File: src/design/ufd_pkg.sv
// Shared constants of the serial transceiver FIFO and request block.
// Assumes a 32-bit classic Wishbone register bus, one word per register.
package ufd_pkg;
	// ----------------------------------------------------------------
	// Register byte offsets
	// ----------------------------------------------------------------
	localparam logic [7:0] ADR_DATA   = 8'h00;
	localparam logic [7:0] ADR_IER    = 8'h04;
	localparam logic [7:0] ADR_IIR    = 8'h08;
	localparam logic [7:0] ADR_STATUS = 8'h0c;
	localparam logic [7:0] ADR_DIV    = 8'h10;

	// ----------------------------------------------------------------
	// Field positions
	// ----------------------------------------------------------------
	localparam int FCR_EN       = 0;
	localparam int FCR_RX_CLR   = 1;
	localparam int FCR_TX_CLR   = 2;
	localparam int FCR_DMA      = 3;
	localparam int FCR_TRIG_LO  = 6;
	localparam int IER_RX       = 0;
	localparam int IER_TX       = 1;
	localparam int ST_OVERRUN   = 0;
	localparam int ST_TX_FULL   = 1;
	localparam int ST_RX_EMPTY  = 2;
	localparam int ST_TX_IDLE   = 3;
	localparam int ST_RX_CNT_LO = 8;
	localparam int ST_TX_CNT_LO = 16;

	// ----------------------------------------------------------------
	// Encodings and reset values
	// ----------------------------------------------------------------
	localparam logic [3:0]  ID_NONE    = 4'h1;
	localparam logic [3:0]  ID_TX_EMPTY = 4'h2;
	localparam logic [3:0]  ID_RX_DATA = 4'h4;
	localparam logic [3:0]  ID_TIMEOUT = 4'hc;
	localparam logic [1:0]  FIFO_ON_ID = 2'h3;
	localparam logic [1:0]  TRIG_1     = 2'h0;
	localparam logic [1:0]  TRIG_4     = 2'h1;
	localparam logic [1:0]  TRIG_8     = 2'h2;
	localparam logic [4:0]  LVL_1      = 5'h01;
	localparam logic [4:0]  LVL_4      = 5'h04;
	localparam logic [4:0]  LVL_8      = 5'h08;
	localparam logic [4:0]  LVL_14     = 5'h0e;
	localparam logic [15:0] DIV_RESET  = 16'h0010;

	// ----------------------------------------------------------------
	// Timing
	// ----------------------------------------------------------------
	localparam logic [3:0] FRAME_BITS    = 4'ha;
	localparam int         TIMEOUT_CHARS = 4;
	localparam int         TIME_W        = 24;
endpackage

File: src/design/ufd_fifo.sv
// Byte FIFO with occupancy count and synchronous flush.
// Assumes the caller never pushes when full nor pops when empty.
`timescale 1ns/10ps
module ufd_fifo #(
	parameter int W  = 8,
	parameter int D  = 16,
	parameter int CW = 5
) (
	input  wire logic          clk_i,
	input  wire logic          rst_i,
	input  wire logic          flush_i,
	input  wire logic          push_i,
	input  wire logic [W-1:0]  din_i,
	input  wire logic          pop_i,
	output logic      [W-1:0]  dout_o,
	output logic      [CW-1:0] count_o
);
	localparam int PW = $clog2(D);
	localparam logic [PW-1:0] P_ONE = PW'(1);
	localparam logic [CW-1:0] C_ONE = CW'(1);

	logic [W-1:0]  mem [D];
	logic [PW-1:0] wp_r;
	logic [PW-1:0] rp_r;
	logic [CW-1:0] cnt_r;

	assign dout_o  = mem[rp_r];
	assign count_o = cnt_r;

	// ----------------------------------------------------------------
	// Storage
	// ----------------------------------------------------------------
	always_ff @(posedge clk_i) begin
		if (push_i && !flush_i) begin
			mem[wp_r] <= din_i;
		end
	end

	// ----------------------------------------------------------------
	// Pointers and count
	// ----------------------------------------------------------------
	always_ff @(posedge clk_i) begin
		if (rst_i || flush_i) begin
			wp_r  <= '0;
			rp_r  <= '0;
			cnt_r <= '0;
		end else begin
			if (push_i) begin
				wp_r <= wp_r + P_ONE;
			end
			if (pop_i) begin
				rp_r <= rp_r + P_ONE;
			end
			if (push_i && !pop_i) begin
				cnt_r <= cnt_r + C_ONE;
			end else if (pop_i && !push_i) begin
				cnt_r <= cnt_r - C_ONE;
			end
		end
	end
endmodule

File: src/design/ufd_top.sv
// Transmit and receive FIFOs, service requests and DMA request logic
// of an asynchronous serial transceiver, with a byte serialiser.
// Assumes a classic Wishbone master and a receive shift register that
// strobes each completed character on rx_valid_i.
`timescale 1ns/10ps
module ufd_top #(
	parameter int DEPTH = 16,
	parameter int CW    = 5
) (
	input  wire logic        clk_i,
	input  wire logic        rst_i,
	input  wire logic        wb_cyc_i,
	input  wire logic        wb_stb_i,
	input  wire logic        wb_we_i,
	input  wire logic [7:0]  wb_adr_i,
	input  wire logic [3:0]  wb_sel_i,
	input  wire logic [31:0] wb_dat_i,
	output logic      [31:0] wb_dat_o,
	output logic             wb_ack_o,
	input  wire logic        rx_valid_i,
	input  wire logic [7:0]  rx_data_i,
	output logic             serial_out_o,
	output logic             intr_o,
	output logic             rx_dma_req_o,
	output logic             tx_dma_req_o
);
	localparam logic [CW-1:0] CAP      = CW'(DEPTH);
	localparam logic [CW-1:0] ONE_SLOT = CW'(1);
	localparam logic [CW-1:0] TWO      = CW'(2);
	localparam int            TW       = ufd_pkg::TIME_W;
	localparam logic [TW-1:0] T_ONE    = TW'(1);

	// ----------------------------------------------------------------
	// Helpers
	// ----------------------------------------------------------------
	function automatic logic [CW-1:0] trig_level(input logic [1:0] sel);
		case (sel)
			ufd_pkg::TRIG_1: trig_level = CW'(ufd_pkg::LVL_1);
			ufd_pkg::TRIG_4: trig_level = CW'(ufd_pkg::LVL_4);
			ufd_pkg::TRIG_8: trig_level = CW'(ufd_pkg::LVL_8);
			default:         trig_level = CW'(ufd_pkg::LVL_14);
		endcase
	endfunction

	// ----------------------------------------------------------------
	// Declarations
	// ----------------------------------------------------------------
	logic          ack_r;
	logic [31:0]   dat_r;
	logic [31:0]   rd_nxt;
	logic          fifo_en_r;
	logic          dma_mode_r;
	logic [1:0]    trig_sel_r;
	logic [1:0]    ier_r;
	logic [15:0]   div_r;
	logic          overrun_r;
	logic          req;
	logic          wr_go;
	logic          rd_go;
	logic          fcr_wr;
	logic          rx_flush;
	logic          tx_flush;
	logic [CW-1:0] limit;
	logic [CW-1:0] rx_cnt;
	logic [CW-1:0] tx_cnt;
	logic [7:0]    rx_dout;
	logic [7:0]    tx_dout;
	logic          rx_full;
	logic          tx_full;
	logic          rx_push;
	logic          rx_pop;
	logic          tx_push;
	logic          tx_pop;
	logic          rx_trig;
	logic [TW-1:0] char_cyc;
	logic [TW-1:0] to_cyc;
	logic [TW-1:0] to_cnt_r;
	logic          to_flag_r;
	logic          to_pend;
	logic [TW-1:0] txd_cnt_r;
	logic          two_seen_r;
	logic          tx_pend;
	logic          rx_pend;
	logic [3:0]    ident;
	logic          busy_r;
	logic [8:0]    shreg_r;
	logic [3:0]    bitcnt_r;
	logic [15:0]   baud_r;
	logic          serial_out_r;
	logic          intr_r;
	logic          rxreq_r;
	logic          txreq_r;

	// ----------------------------------------------------------------
	// Bus decode
	// ----------------------------------------------------------------
	assign req    = wb_cyc_i && wb_stb_i && !ack_r;
	assign wr_go  = req && wb_we_i && wb_sel_i[0];
	assign rd_go  = req && !wb_we_i;
	assign fcr_wr = wr_go && (wb_adr_i == ufd_pkg::ADR_IIR);
	assign rx_flush = fcr_wr && (wb_dat_i[ufd_pkg::FCR_RX_CLR] ||
		(wb_dat_i[ufd_pkg::FCR_EN] != fifo_en_r));
	assign tx_flush = fcr_wr && (wb_dat_i[ufd_pkg::FCR_TX_CLR] ||
		(wb_dat_i[ufd_pkg::FCR_EN] != fifo_en_r));

	// Without FIFOs each side acts as a single holding register
	assign limit   = fifo_en_r ? CAP : ONE_SLOT;
	assign rx_full = (rx_cnt >= limit);
	assign tx_full = (tx_cnt >= limit);

	assign rx_push = rx_valid_i && !rx_full;
	assign rx_pop  = rd_go && (wb_adr_i == ufd_pkg::ADR_DATA) &&
		(rx_cnt != '0);
	assign tx_push = wr_go && (wb_adr_i == ufd_pkg::ADR_DATA) &&
		!tx_full;
	assign tx_pop  = !busy_r && (tx_cnt != '0);

	// ----------------------------------------------------------------
	// FIFOs
	// ----------------------------------------------------------------
	ufd_fifo #(.W(8), .D(DEPTH), .CW(CW)) u_rx_fifo (
		.clk_i   (clk_i),
		.rst_i   (rst_i),
		.flush_i (rx_flush),
		.push_i  (rx_push),
		.din_i   (rx_data_i),
		.pop_i   (rx_pop),
		.dout_o  (rx_dout),
		.count_o (rx_cnt)
	);

	ufd_fifo #(.W(8), .D(DEPTH), .CW(CW)) u_tx_fifo (
		.clk_i   (clk_i),
		.rst_i   (rst_i),
		.flush_i (tx_flush),
		.push_i  (tx_push),
		.din_i   (wb_dat_i[7:0]),
		.pop_i   (tx_pop),
		.dout_o  (tx_dout),
		.count_o (tx_cnt)
	);

	// ----------------------------------------------------------------
	// Control registers
	// ----------------------------------------------------------------
	always_ff @(posedge clk_i) begin
		if (rst_i) begin
			fifo_en_r  <= 1'b0;
			dma_mode_r <= 1'b0;
			trig_sel_r <= ufd_pkg::TRIG_1;
		end else if (fcr_wr) begin
			fifo_en_r  <= wb_dat_i[ufd_pkg::FCR_EN];
			dma_mode_r <= wb_dat_i[ufd_pkg::FCR_DMA];
			trig_sel_r <= wb_dat_i[ufd_pkg::FCR_TRIG_LO +: 2];
		end
	end

	always_ff @(posedge clk_i) begin
		if (rst_i) begin
			ier_r <= '0;
		end else if (wr_go && (wb_adr_i == ufd_pkg::ADR_IER)) begin
			ier_r <= wb_dat_i[1:0];
		end
	end

	// Zero divisor would stall the shifter, so it is held at one
	always_ff @(posedge clk_i) begin
		if (rst_i) begin
			div_r <= ufd_pkg::DIV_RESET;
		end else if (wr_go && (wb_adr_i == ufd_pkg::ADR_DIV)) begin
			div_r[7:0] <= ((wb_dat_i[7:0] == 8'h00) && (wb_sel_i[1] ?
				(wb_dat_i[15:8] == 8'h00) : (div_r[15:8] == 8'h00))) ?
				8'h01 : wb_dat_i[7:0];
			if (wb_sel_i[1]) begin
				div_r[15:8] <= wb_dat_i[15:8];
			end
		end
	end

	// Set wins over the clear by a status read
	always_ff @(posedge clk_i) begin
		if (rst_i) begin
			overrun_r <= 1'b0;
		end else if (rx_valid_i && rx_full) begin
			overrun_r <= 1'b1;
		end else if (rd_go && (wb_adr_i == ufd_pkg::ADR_STATUS)) begin
			overrun_r <= 1'b0;
		end
	end

	// ----------------------------------------------------------------
	// Character time
	// ----------------------------------------------------------------
	assign char_cyc = TW'(div_r) * TW'(ufd_pkg::FRAME_BITS);
	assign to_cyc   = TW'(char_cyc * TW'(ufd_pkg::TIMEOUT_CHARS));

	// ----------------------------------------------------------------
	// Receive timeout
	// ----------------------------------------------------------------
	always_ff @(posedge clk_i) begin
		if (rst_i || rx_push || rx_pop || rx_flush) begin
			to_cnt_r  <= '0;
			to_flag_r <= 1'b0;
		end else if (fifo_en_r && (rx_cnt != '0) && !to_flag_r) begin
			if (to_cnt_r == to_cyc - T_ONE) begin
				to_flag_r <= 1'b1;
			end else begin
				to_cnt_r <= to_cnt_r + T_ONE;
			end
		end
	end
	assign to_pend = to_flag_r && (rx_cnt != '0);

	// ----------------------------------------------------------------
	// Transmit empty delay
	// ----------------------------------------------------------------
	// Guards against a fresh empty edge while software is still loading
	always_ff @(posedge clk_i) begin
		if (rst_i || tx_flush) begin
			txd_cnt_r <= '0;
		end else if (tx_push && (tx_cnt == '0)) begin
			txd_cnt_r <= char_cyc;
		end else if (txd_cnt_r != '0) begin
			txd_cnt_r <= txd_cnt_r - T_ONE;
		end
	end

	always_ff @(posedge clk_i) begin
		if (rst_i || tx_flush) begin
			two_seen_r <= 1'b0;
		end else if (tx_push && (tx_cnt == '0)) begin
			two_seen_r <= 1'b0;
		end else if (tx_cnt >= TWO) begin
			two_seen_r <= 1'b1;
		end
	end

	assign tx_pend = ier_r[ufd_pkg::IER_TX] && (tx_cnt == '0) &&
		(two_seen_r || (txd_cnt_r == '0));

	// ----------------------------------------------------------------
	// Interrupt identification
	// ----------------------------------------------------------------
	assign rx_trig = (rx_cnt >= (fifo_en_r ? trig_level(trig_sel_r) :
		ONE_SLOT));
	assign rx_pend = ier_r[ufd_pkg::IER_RX] && rx_trig;

	always_comb begin
		if (rx_pend) begin
			ident = ufd_pkg::ID_RX_DATA;
		end else if (ier_r[ufd_pkg::IER_RX] && to_pend) begin
			ident = ufd_pkg::ID_TIMEOUT;
		end else if (tx_pend) begin
			ident = ufd_pkg::ID_TX_EMPTY;
		end else begin
			ident = ufd_pkg::ID_NONE;
		end
	end

	always_ff @(posedge clk_i) begin
		if (rst_i) begin
			intr_r <= 1'b0;
		end else begin
			intr_r <= (ident != ufd_pkg::ID_NONE);
		end
	end

	// ----------------------------------------------------------------
	// DMA requests
	// ----------------------------------------------------------------
	always_ff @(posedge clk_i) begin
		if (rst_i) begin
			rxreq_r <= 1'b0;
		end else if (!dma_mode_r || !fifo_en_r) begin
			rxreq_r <= (rx_cnt != '0);
		end else if (rx_cnt == '0) begin
			rxreq_r <= 1'b0;
		end else if (rx_trig || to_pend) begin
			rxreq_r <= 1'b1;
		end
	end

	always_ff @(posedge clk_i) begin
		if (rst_i) begin
			txreq_r <= 1'b0;
		end else if (!dma_mode_r || !fifo_en_r) begin
			txreq_r <= (tx_cnt == '0);
		end else begin
			txreq_r <= !tx_full;
		end
	end

	// ----------------------------------------------------------------
	// Serialiser
	// ----------------------------------------------------------------
	always_ff @(posedge clk_i) begin
		if (rst_i) begin
			busy_r   <= 1'b0;
			shreg_r  <= '1;
			bitcnt_r <= '0;
			baud_r   <= '0;
			serial_out_r   <= 1'b1;
		end else if (tx_pop) begin
			busy_r   <= 1'b1;
			shreg_r  <= {1'b1, tx_dout};
			bitcnt_r <= ufd_pkg::FRAME_BITS - 4'h1;
			baud_r   <= div_r - 16'h0001;
			serial_out_r   <= 1'b0;
		end else if (busy_r) begin
			if (baud_r != '0) begin
				baud_r <= baud_r - 16'h0001;
			end else if (bitcnt_r == '0) begin
				busy_r <= 1'b0;
			end else begin
				serial_out_r   <= shreg_r[0];
				shreg_r  <= {1'b1, shreg_r[8:1]};
				bitcnt_r <= bitcnt_r - 4'h1;
				baud_r   <= div_r - 16'h0001;
			end
		end
	end

	// ----------------------------------------------------------------
	// Bus slave
	// ----------------------------------------------------------------
	always_comb begin
		rd_nxt = '0;
		case (wb_adr_i)
			ufd_pkg::ADR_DATA: begin
				rd_nxt[7:0] = rx_dout;
			end
			ufd_pkg::ADR_IER: begin
				rd_nxt[1:0] = ier_r;
			end
			ufd_pkg::ADR_IIR: begin
				rd_nxt[3:0] = ident;
				rd_nxt[7:6] = fifo_en_r ? ufd_pkg::FIFO_ON_ID : 2'h0;
			end
			ufd_pkg::ADR_STATUS: begin
				rd_nxt[ufd_pkg::ST_OVERRUN]  = overrun_r;
				rd_nxt[ufd_pkg::ST_TX_FULL]  = tx_full;
				rd_nxt[ufd_pkg::ST_RX_EMPTY] = (rx_cnt == '0);
				rd_nxt[ufd_pkg::ST_TX_IDLE]  = !busy_r && (tx_cnt == '0);
				rd_nxt[ufd_pkg::ST_RX_CNT_LO +: CW] = rx_cnt;
				rd_nxt[ufd_pkg::ST_TX_CNT_LO +: CW] = tx_cnt;
			end
			ufd_pkg::ADR_DIV: begin
				rd_nxt[15:0] = div_r;
			end
			default: begin
				rd_nxt = '0;
			end
		endcase
	end

	always_ff @(posedge clk_i) begin
		if (rst_i) begin
			ack_r <= 1'b0;
			dat_r <= '0;
		end else begin
			ack_r <= req;
			if (rd_go) begin
				dat_r <= rd_nxt;
			end
		end
	end

	assign wb_ack_o     = ack_r;
	assign wb_dat_o     = dat_r;
	assign serial_out_o = serial_out_r;
	assign intr_o       = intr_r;
	assign rx_dma_req_o = rxreq_r;
	assign tx_dma_req_o = txreq_r;
endmodule

File: config.mk
export PLATFORM = sky130hd
export DESIGN_NAME = ufd_top
export DESIGN_NICKNAME = d
export VERILOG_FILES = /design/src/design/ufd_pkg.sv /design/src/design/ufd_fifo.sv /design/src/design/ufd_top.sv
export SDC_FILE = /design/constraint.sdc
export NUM_CORES = 1
export LEC_CHECK = 0
export BUFFER_PORTS_ARGS = -buffer_cell sky130_fd_sc_hd__clkbuf_2
export CAP_MARGIN = 20
export CORE_MARGIN = 4
export CORE_UTILIZATION = 52
export DETAILED_ROUTE_END_ITERATION = 7
export PLACE_DENSITY_LB_ADDON = 0.12
export RECOVER_POWER = 25
export SYNTH_ARGS = -nofsm -noshare
export SYNTH_HDL_FRONTEND = slang
export SYNTH_SLANG_ARGS = --single-unit
File: constraint.sdc
create_clock -name clk_i -period 4.95 [get_ports clk_i]
set_input_delay 0.99 -clock clk_i [delete_from_list [all_inputs] [get_ports clk_i]]
set_output_delay 0.99 -clock clk_i [all_outputs]
set_load 0.05 [all_outputs]
# Yosys cells after proc, flatten, opt, wreduce, memory -nomap -nowiden
# Memories as Yosys holds them, arrays and structs flattened. A register that Yosys moved wholly into a read port is not among the register bits.
# Cells that the tools add are included.
# op_classes
add_sub_neg	14
n_mul	1
order_cmp	4
eq_ne	12
mux	56
bitwise	3
reduce_logical	85
# ops
cell	n
$mux 16	4
$mux 20	2
$mux 4	10
$mux 8	5
$mux 5	7
$logic_and 1x1->1	34
$logic_not 8->1	4
$sub 16x1->16 const B	2
$add 24x1->24 const B	1
$eq 24x24->1	1
$logic_not 24->1	1
$reduce_bool 24->1	1
$sub 24x1->24 const B	1
$sub 22x1->23 const B	1
$mul 16x3->19 const B	1
$mux 1	19
$add 4x1->4 const B	4
$eq 8x4->1 const B	2
$reduce_bool 16->1	1
$ge 5x5->1	3
$logic_not 1->1	14
$pmux 4 s3	1
$add 5x1->5 const B	2
$logic_not 5->1	2
other kinds (28)	52
# totals
reg_bits	154
ram_bits	256
inputBits	58
out_inout_bits	37
wordCells	206
mem_count	2
# mem_list
name	words	word_bits	rd	rd_ports_with_merged_regs	write_ports	line	text
u_rx_fifo.mem	16	8	1	1	1	ufd_fifo.sv:22	logic [W-1:0] mem [D];
u_tx_fifo.mem	16	8	1	1	1	ufd_fifo.sv:22	

# Logic depth before layout (Yosys ltp)
# depth
depth_word	10
mapped_depth	18
ltp_nobuf	14

# Hierarchy
# Synthesis repeated with hierarchy kept, for this count alone.
# hier_totals
hier_cells	1707
hier_area_um2	20153.1
# modules_own_cells
module	instances	cells_each	area_per_inst_um2	seq_area_each_um2
ufd_fifo	2	300	5760.5	4184.0
ufd_top	1	1107	8632.0	2562.5

# Worst setup path after synthesis
# Ideal clock, no wire load.
# synth_timing
path_type	reg2reg
start	register div_r[3]
end	register to_cnt_r[11]
setup_ns	0.070
arrival_time_ns	4.306
required_time_ns	4.880
path_slack_ns	0.573
path_stages_with_launch	16
n_path_buf	1
synth_period_minus_slack_ns	4.377
cell_sequence	dfxtp_1 > ha_1 > ha_1 > fa_1 > a211o_1 > a41oi_4 > a211oi_1 > o311a_1 > nand4bb_4 > o311a_1 > a211o_1 > o2111ai_2 > o21ai_2 > buf_6 > or4_1 > a21oi_1
# synth_via
elab_chain_cells	5
# synth_rtl
item	line	text
from (decl)	ufd_top.sv:55	logic [15:0] div_r;
from (signal assigned)	ufd_top.sv:169	div_r <= ufd_pkg::DIV_RESET;
from (signal assigned)	ufd_top.sv:171	div_r[7:0] <= ((wb_dat_i[7:0] == 8'h00) && (wb_sel_i[1] ?
$mul 16x3->19	ufd_top.sv:194	assign char_cyc = TW'(div_r) * TW'(ufd_pkg::FRAME_BITS);
$sub 22x1->23	ufd_top.sv:205	if (to_cnt_r == to_cyc - T_ONE) begin
$eq 24x24->1	ufd_top.sv:205	
$not 1->1 (no line)	--	
$reduce_and 2->1 (no line)	--	
to (signal assigned)	ufd_top.sv:208	to_cnt_r <= to_cnt_r + T_ONE;
to (decl)	ufd_top.sv:77	logic [TW-1:0] to_cnt_r;
# Every way passes these cells.
# A chain may end at the register's enable or synchronous reset.

# Worst setup path in the final report
# layout_timing
start	register div_r[3]
end	register to_cnt_r[13]
# Same word-level chain as after synthesis.

==> results.json <==
{
  "layout-drive-gt1-share": 0.164,
  "rows": 71,
  "place_hpwl_um": 32600,
  "antenna_found_initial": 1,
  "wl_met2_um": 21800,
  "routed-wl-met3_um": 3030,
  "layout_commonest_cell": "edfxtp_1",
  "ios": 95,
  "fin_crit_ps": 4780,
  "dp.cells": 2235,
  "p_clk_frac": 0.337,
  "cts_made_buffers": 45,
  "wl_per_cell_um": 20.1,
  "final-setup-viol-count": 0,
  "synth.cell_area_um2": 19800,
  "netlist_instances": 1690,
  "die_w_um": 203,
  "final_cell_mix": "edfxtp_1, nor2_1, dfxtp_1",
  "cp_max_fo": 47,
  "layout_setup_ws_ps": 167,
  "cts.clk_slew.worst_paths_ps": 60,
  "synth_edf_count": 256,
  "drt-met1-wl_um": 20400,
  "max_freq_mhz": 209,
  "fin_tns_setup_ps": 0,
  "end_kind": "flop",
  "fillerInstances": 3143,
  "syn_to_final_growth_pct": 12.8,
  "timing.rr.start": "div_r[3]",
  "netSwitchingFraction": 0.305,
  "yosysSeqAreaShare": 0.551,
  "maxSlewViolCount": 0,
  "die_h_um": 203,
  "worstSetupPathType": "reg -> reg",
  "grt_pass1_vias": 13300,
  "ys_top_cells_by_area": "edfxtp_1, dfxtp_1, mux4_2, ha_1, nor2_1",
  "min_path_type": "reg -> reg",
  "core_area_um2": 37700,
  "grt_max_degree": 79,
  "grt_usage": 0.228,
  "synth-seq-cells": 418,
  "worstHoldStart": "wb_dat_o[16]",
  "power_leakage_nw": 7.82,
  "ys_warn_count": 0,
  "powerDensity_nw_per_um2": 449,
  "grt-ovfl-total": 0,
  "clock-sinks": 418,
  "insertion_delay_ps": 590,
  "gp_congestion": 0.893,
  "p_seq_frac": 0.422,
  "synth_ff_type": "edfxtp_1",
  "netSwitchingPower_w": 0.00307,
  "worst_pin_slew_ps": 1020,
  "grt_pass1_wl_um": 74600,
  "r2r_setup_slack_ps": 170,
  "first_pass_iters": 7,
  "crit_path_start_kind": "flop",
  "vdd_ir_drop_max_v": 0.000333,
  "crit_required_ps": 5450,
  "ant_nets": 0,
  "nets": 1891,
  "yosysUniqueCellTypes": 81,
  "final_area_um2": 22400,
  "vias": 13600,
  "drt_iter0_markers": 938,
  "p_int_w": 0.00699,
  "worstSetupStartpoint": "div_r[3]",
  "avgViaCountPerCell": 5.86,
  "cts_max_level": 2,
  "p_comb_frac": 0.242,
  "status": "complete, no violations",
  "finalNonFillerCells": 2319,
  "rsz0062_at_grt": "no",
  "initial_core_util": 0.527,
  "finalHoldViolCount": 0,
  "skew_ps": 19.4,
  "async_flop_share": 0,
  "placed_cell_area_um2": 20900,
  "dp_slack_ps": 241,
  "drv_cap": 0,
  "yosysTopAreaCellShare": 0.387,
  "clockBufferDepth": 3,
  "drc": 0,
  "numPortBuffers": 65,
  "yosys.area.top_type": "edfxtp_1",
  "cts_tree": "built",
  "finalCritPeriodShare": 0.966,
  "finish.utilization": 0.594,
  "cts_root_buf": "clkbuf_16",
  "finalWirelength_um": 46600,
  "cp.arrival_ps": 5280,
  "top_layer": "met4",
  "relSlewSlack": 0.318,
  "avgSynthCellArea_um2": 11.7,
  "die-area_um2": 41400
}
==> critical path: stages, from the launching register on <==
cell and delay (ps):
dfxtp_1 310, ha_1 290, ha_1 240, fa_1 440, a211o_1 340, a41oi_4 330
a211oi_1 130, o311a_1 430, nand4bb_4 280, o311a_1 380, a211o_1 290, o2111ai_2 250
o21ai_2 100, buf_12 190, or4_1 510, a21oi_1 170
==> flip-flops by register name (all words and copies together), names as in the netlist, 2 cells and up, named ones only <==
name,count
wb_dat_o,21
u_tx_fifo.wp_r,4
u_tx_fifo.rp_r,4
baud_r,16
shreg_r,8
u_rx_fifo.wp_r,4
to_cnt_r,24
div_r,16
txd_cnt_r,24
bitcnt_r,4
u_rx_fifo.count_o,5
ier_r,2
u_rx_fifo.mem,128
trig_sel_r,2
u_rx_fifo.rp_r,4
u_tx_fifo.count_o,5
u_tx_fifo.mem,128
==> what timing repair did <==
action | CTS | global route
buffers inserted | 0 | 0
hold buffers | 0 | 0
endpoints found under the setup margin | 0 | 5
gates resized for setup | 0 | 1
endpoints found under the hold margin | 0 | 0
==> path summary, 6_finish.rpt <==
kind / endpoint / depth (start not counted)
worst min register to register: wb_dat_o[16] / 2
worst min-delay path: wb_dat_o[16] / 2
worst max register to register: to_cnt_r[13] / 15
worst max-delay path: to_cnt_r[13] / 15
==> kinds of logic after synthesis <==
kind of cell / after synthesis / synth area share
compound gates: 292 / 0.0965
xor+xnor: 83 / 0.0390
fa+ha+maj: 62 / 0.0402
buf+inv: 145 / 0.0306
flops: 418 / 0.551
mux: 97 / 0.0976
other cells: 1 / 0.000189
simple gates: 592 / 0.145
==> metal layers <==
layer,vias to the layer above,global-route usage
li1,6483,-
met1,6614,0.319
met2,405,0.364
met3,86,0.0448
met4,0,0.0718
met5,-,0
==> power groups by stage <==
stage | sequential [W] | combinational (W) | clock [W]
3_5_place_dp | 0.00431 | 0.00242 | 0
4_1_cts | 0.00424 | 0.00243 | 0.00346
6_report | 0.00424 | 0.00243 | 0.00339
5_1_grt | 0.00428 | 0.00272 | 0.00360
2_1_floorplan | 0.00425 | 0.00185 | 0
3_3_place_gp | 0.00430 | 0.00236 | 0
==> Yosys cell counts (all sizes together) (13+ instances only) <==
| cell type | number |
|---|---|
| o21ai | 42 |
| nor2b | 14 |
| mux2i | 18 |
| or3 | 18 |
| nand2b | 14 |
| a211oi | 20 |
| nor4 | 24 |
| mux4 | 77 |
| ha | 59 |
| inv | 37 |
| and2 | 13 |
| dfxtp | 162 |
| nand2 | 152 |
| xnor2 | 46 |
| nand4 | 14 |
| clkbuf | 74 |
| nor3 | 57 |
| xor2 | 35 |
| o31ai | 14 |
| edfxtp | 256 |
| buf | 34 |
| nor2 | 173 |
| or4 | 19 |
| nand3 | 43 |
| a21oi | 109 |
==> metrics by stage <==
step	hold WS (ps)	total power, W
4_1_cts	451	0.0101
6_report	448	0.0101
3_5_place_dp	445	0.00673
5_1_grt	472	0.0106
3_3_place_gp	440	0.00666
2_1_floorplan	441	0.00610
==> area by class of cell <==
class,instances,area (µm²),area share
flip-flops and latches,418,10900,0.488
multi-input cells,1137,8360,0.373
clock buffers,56,1190,0.0530
repair buffers,132,826,0.0369
well taps,511,639,0.0286
clock inverters,27,299,0.0134
inverters,37,139,0.00620
diodes,1,2.50,0.000112
(Power assumes the default switching activity.)
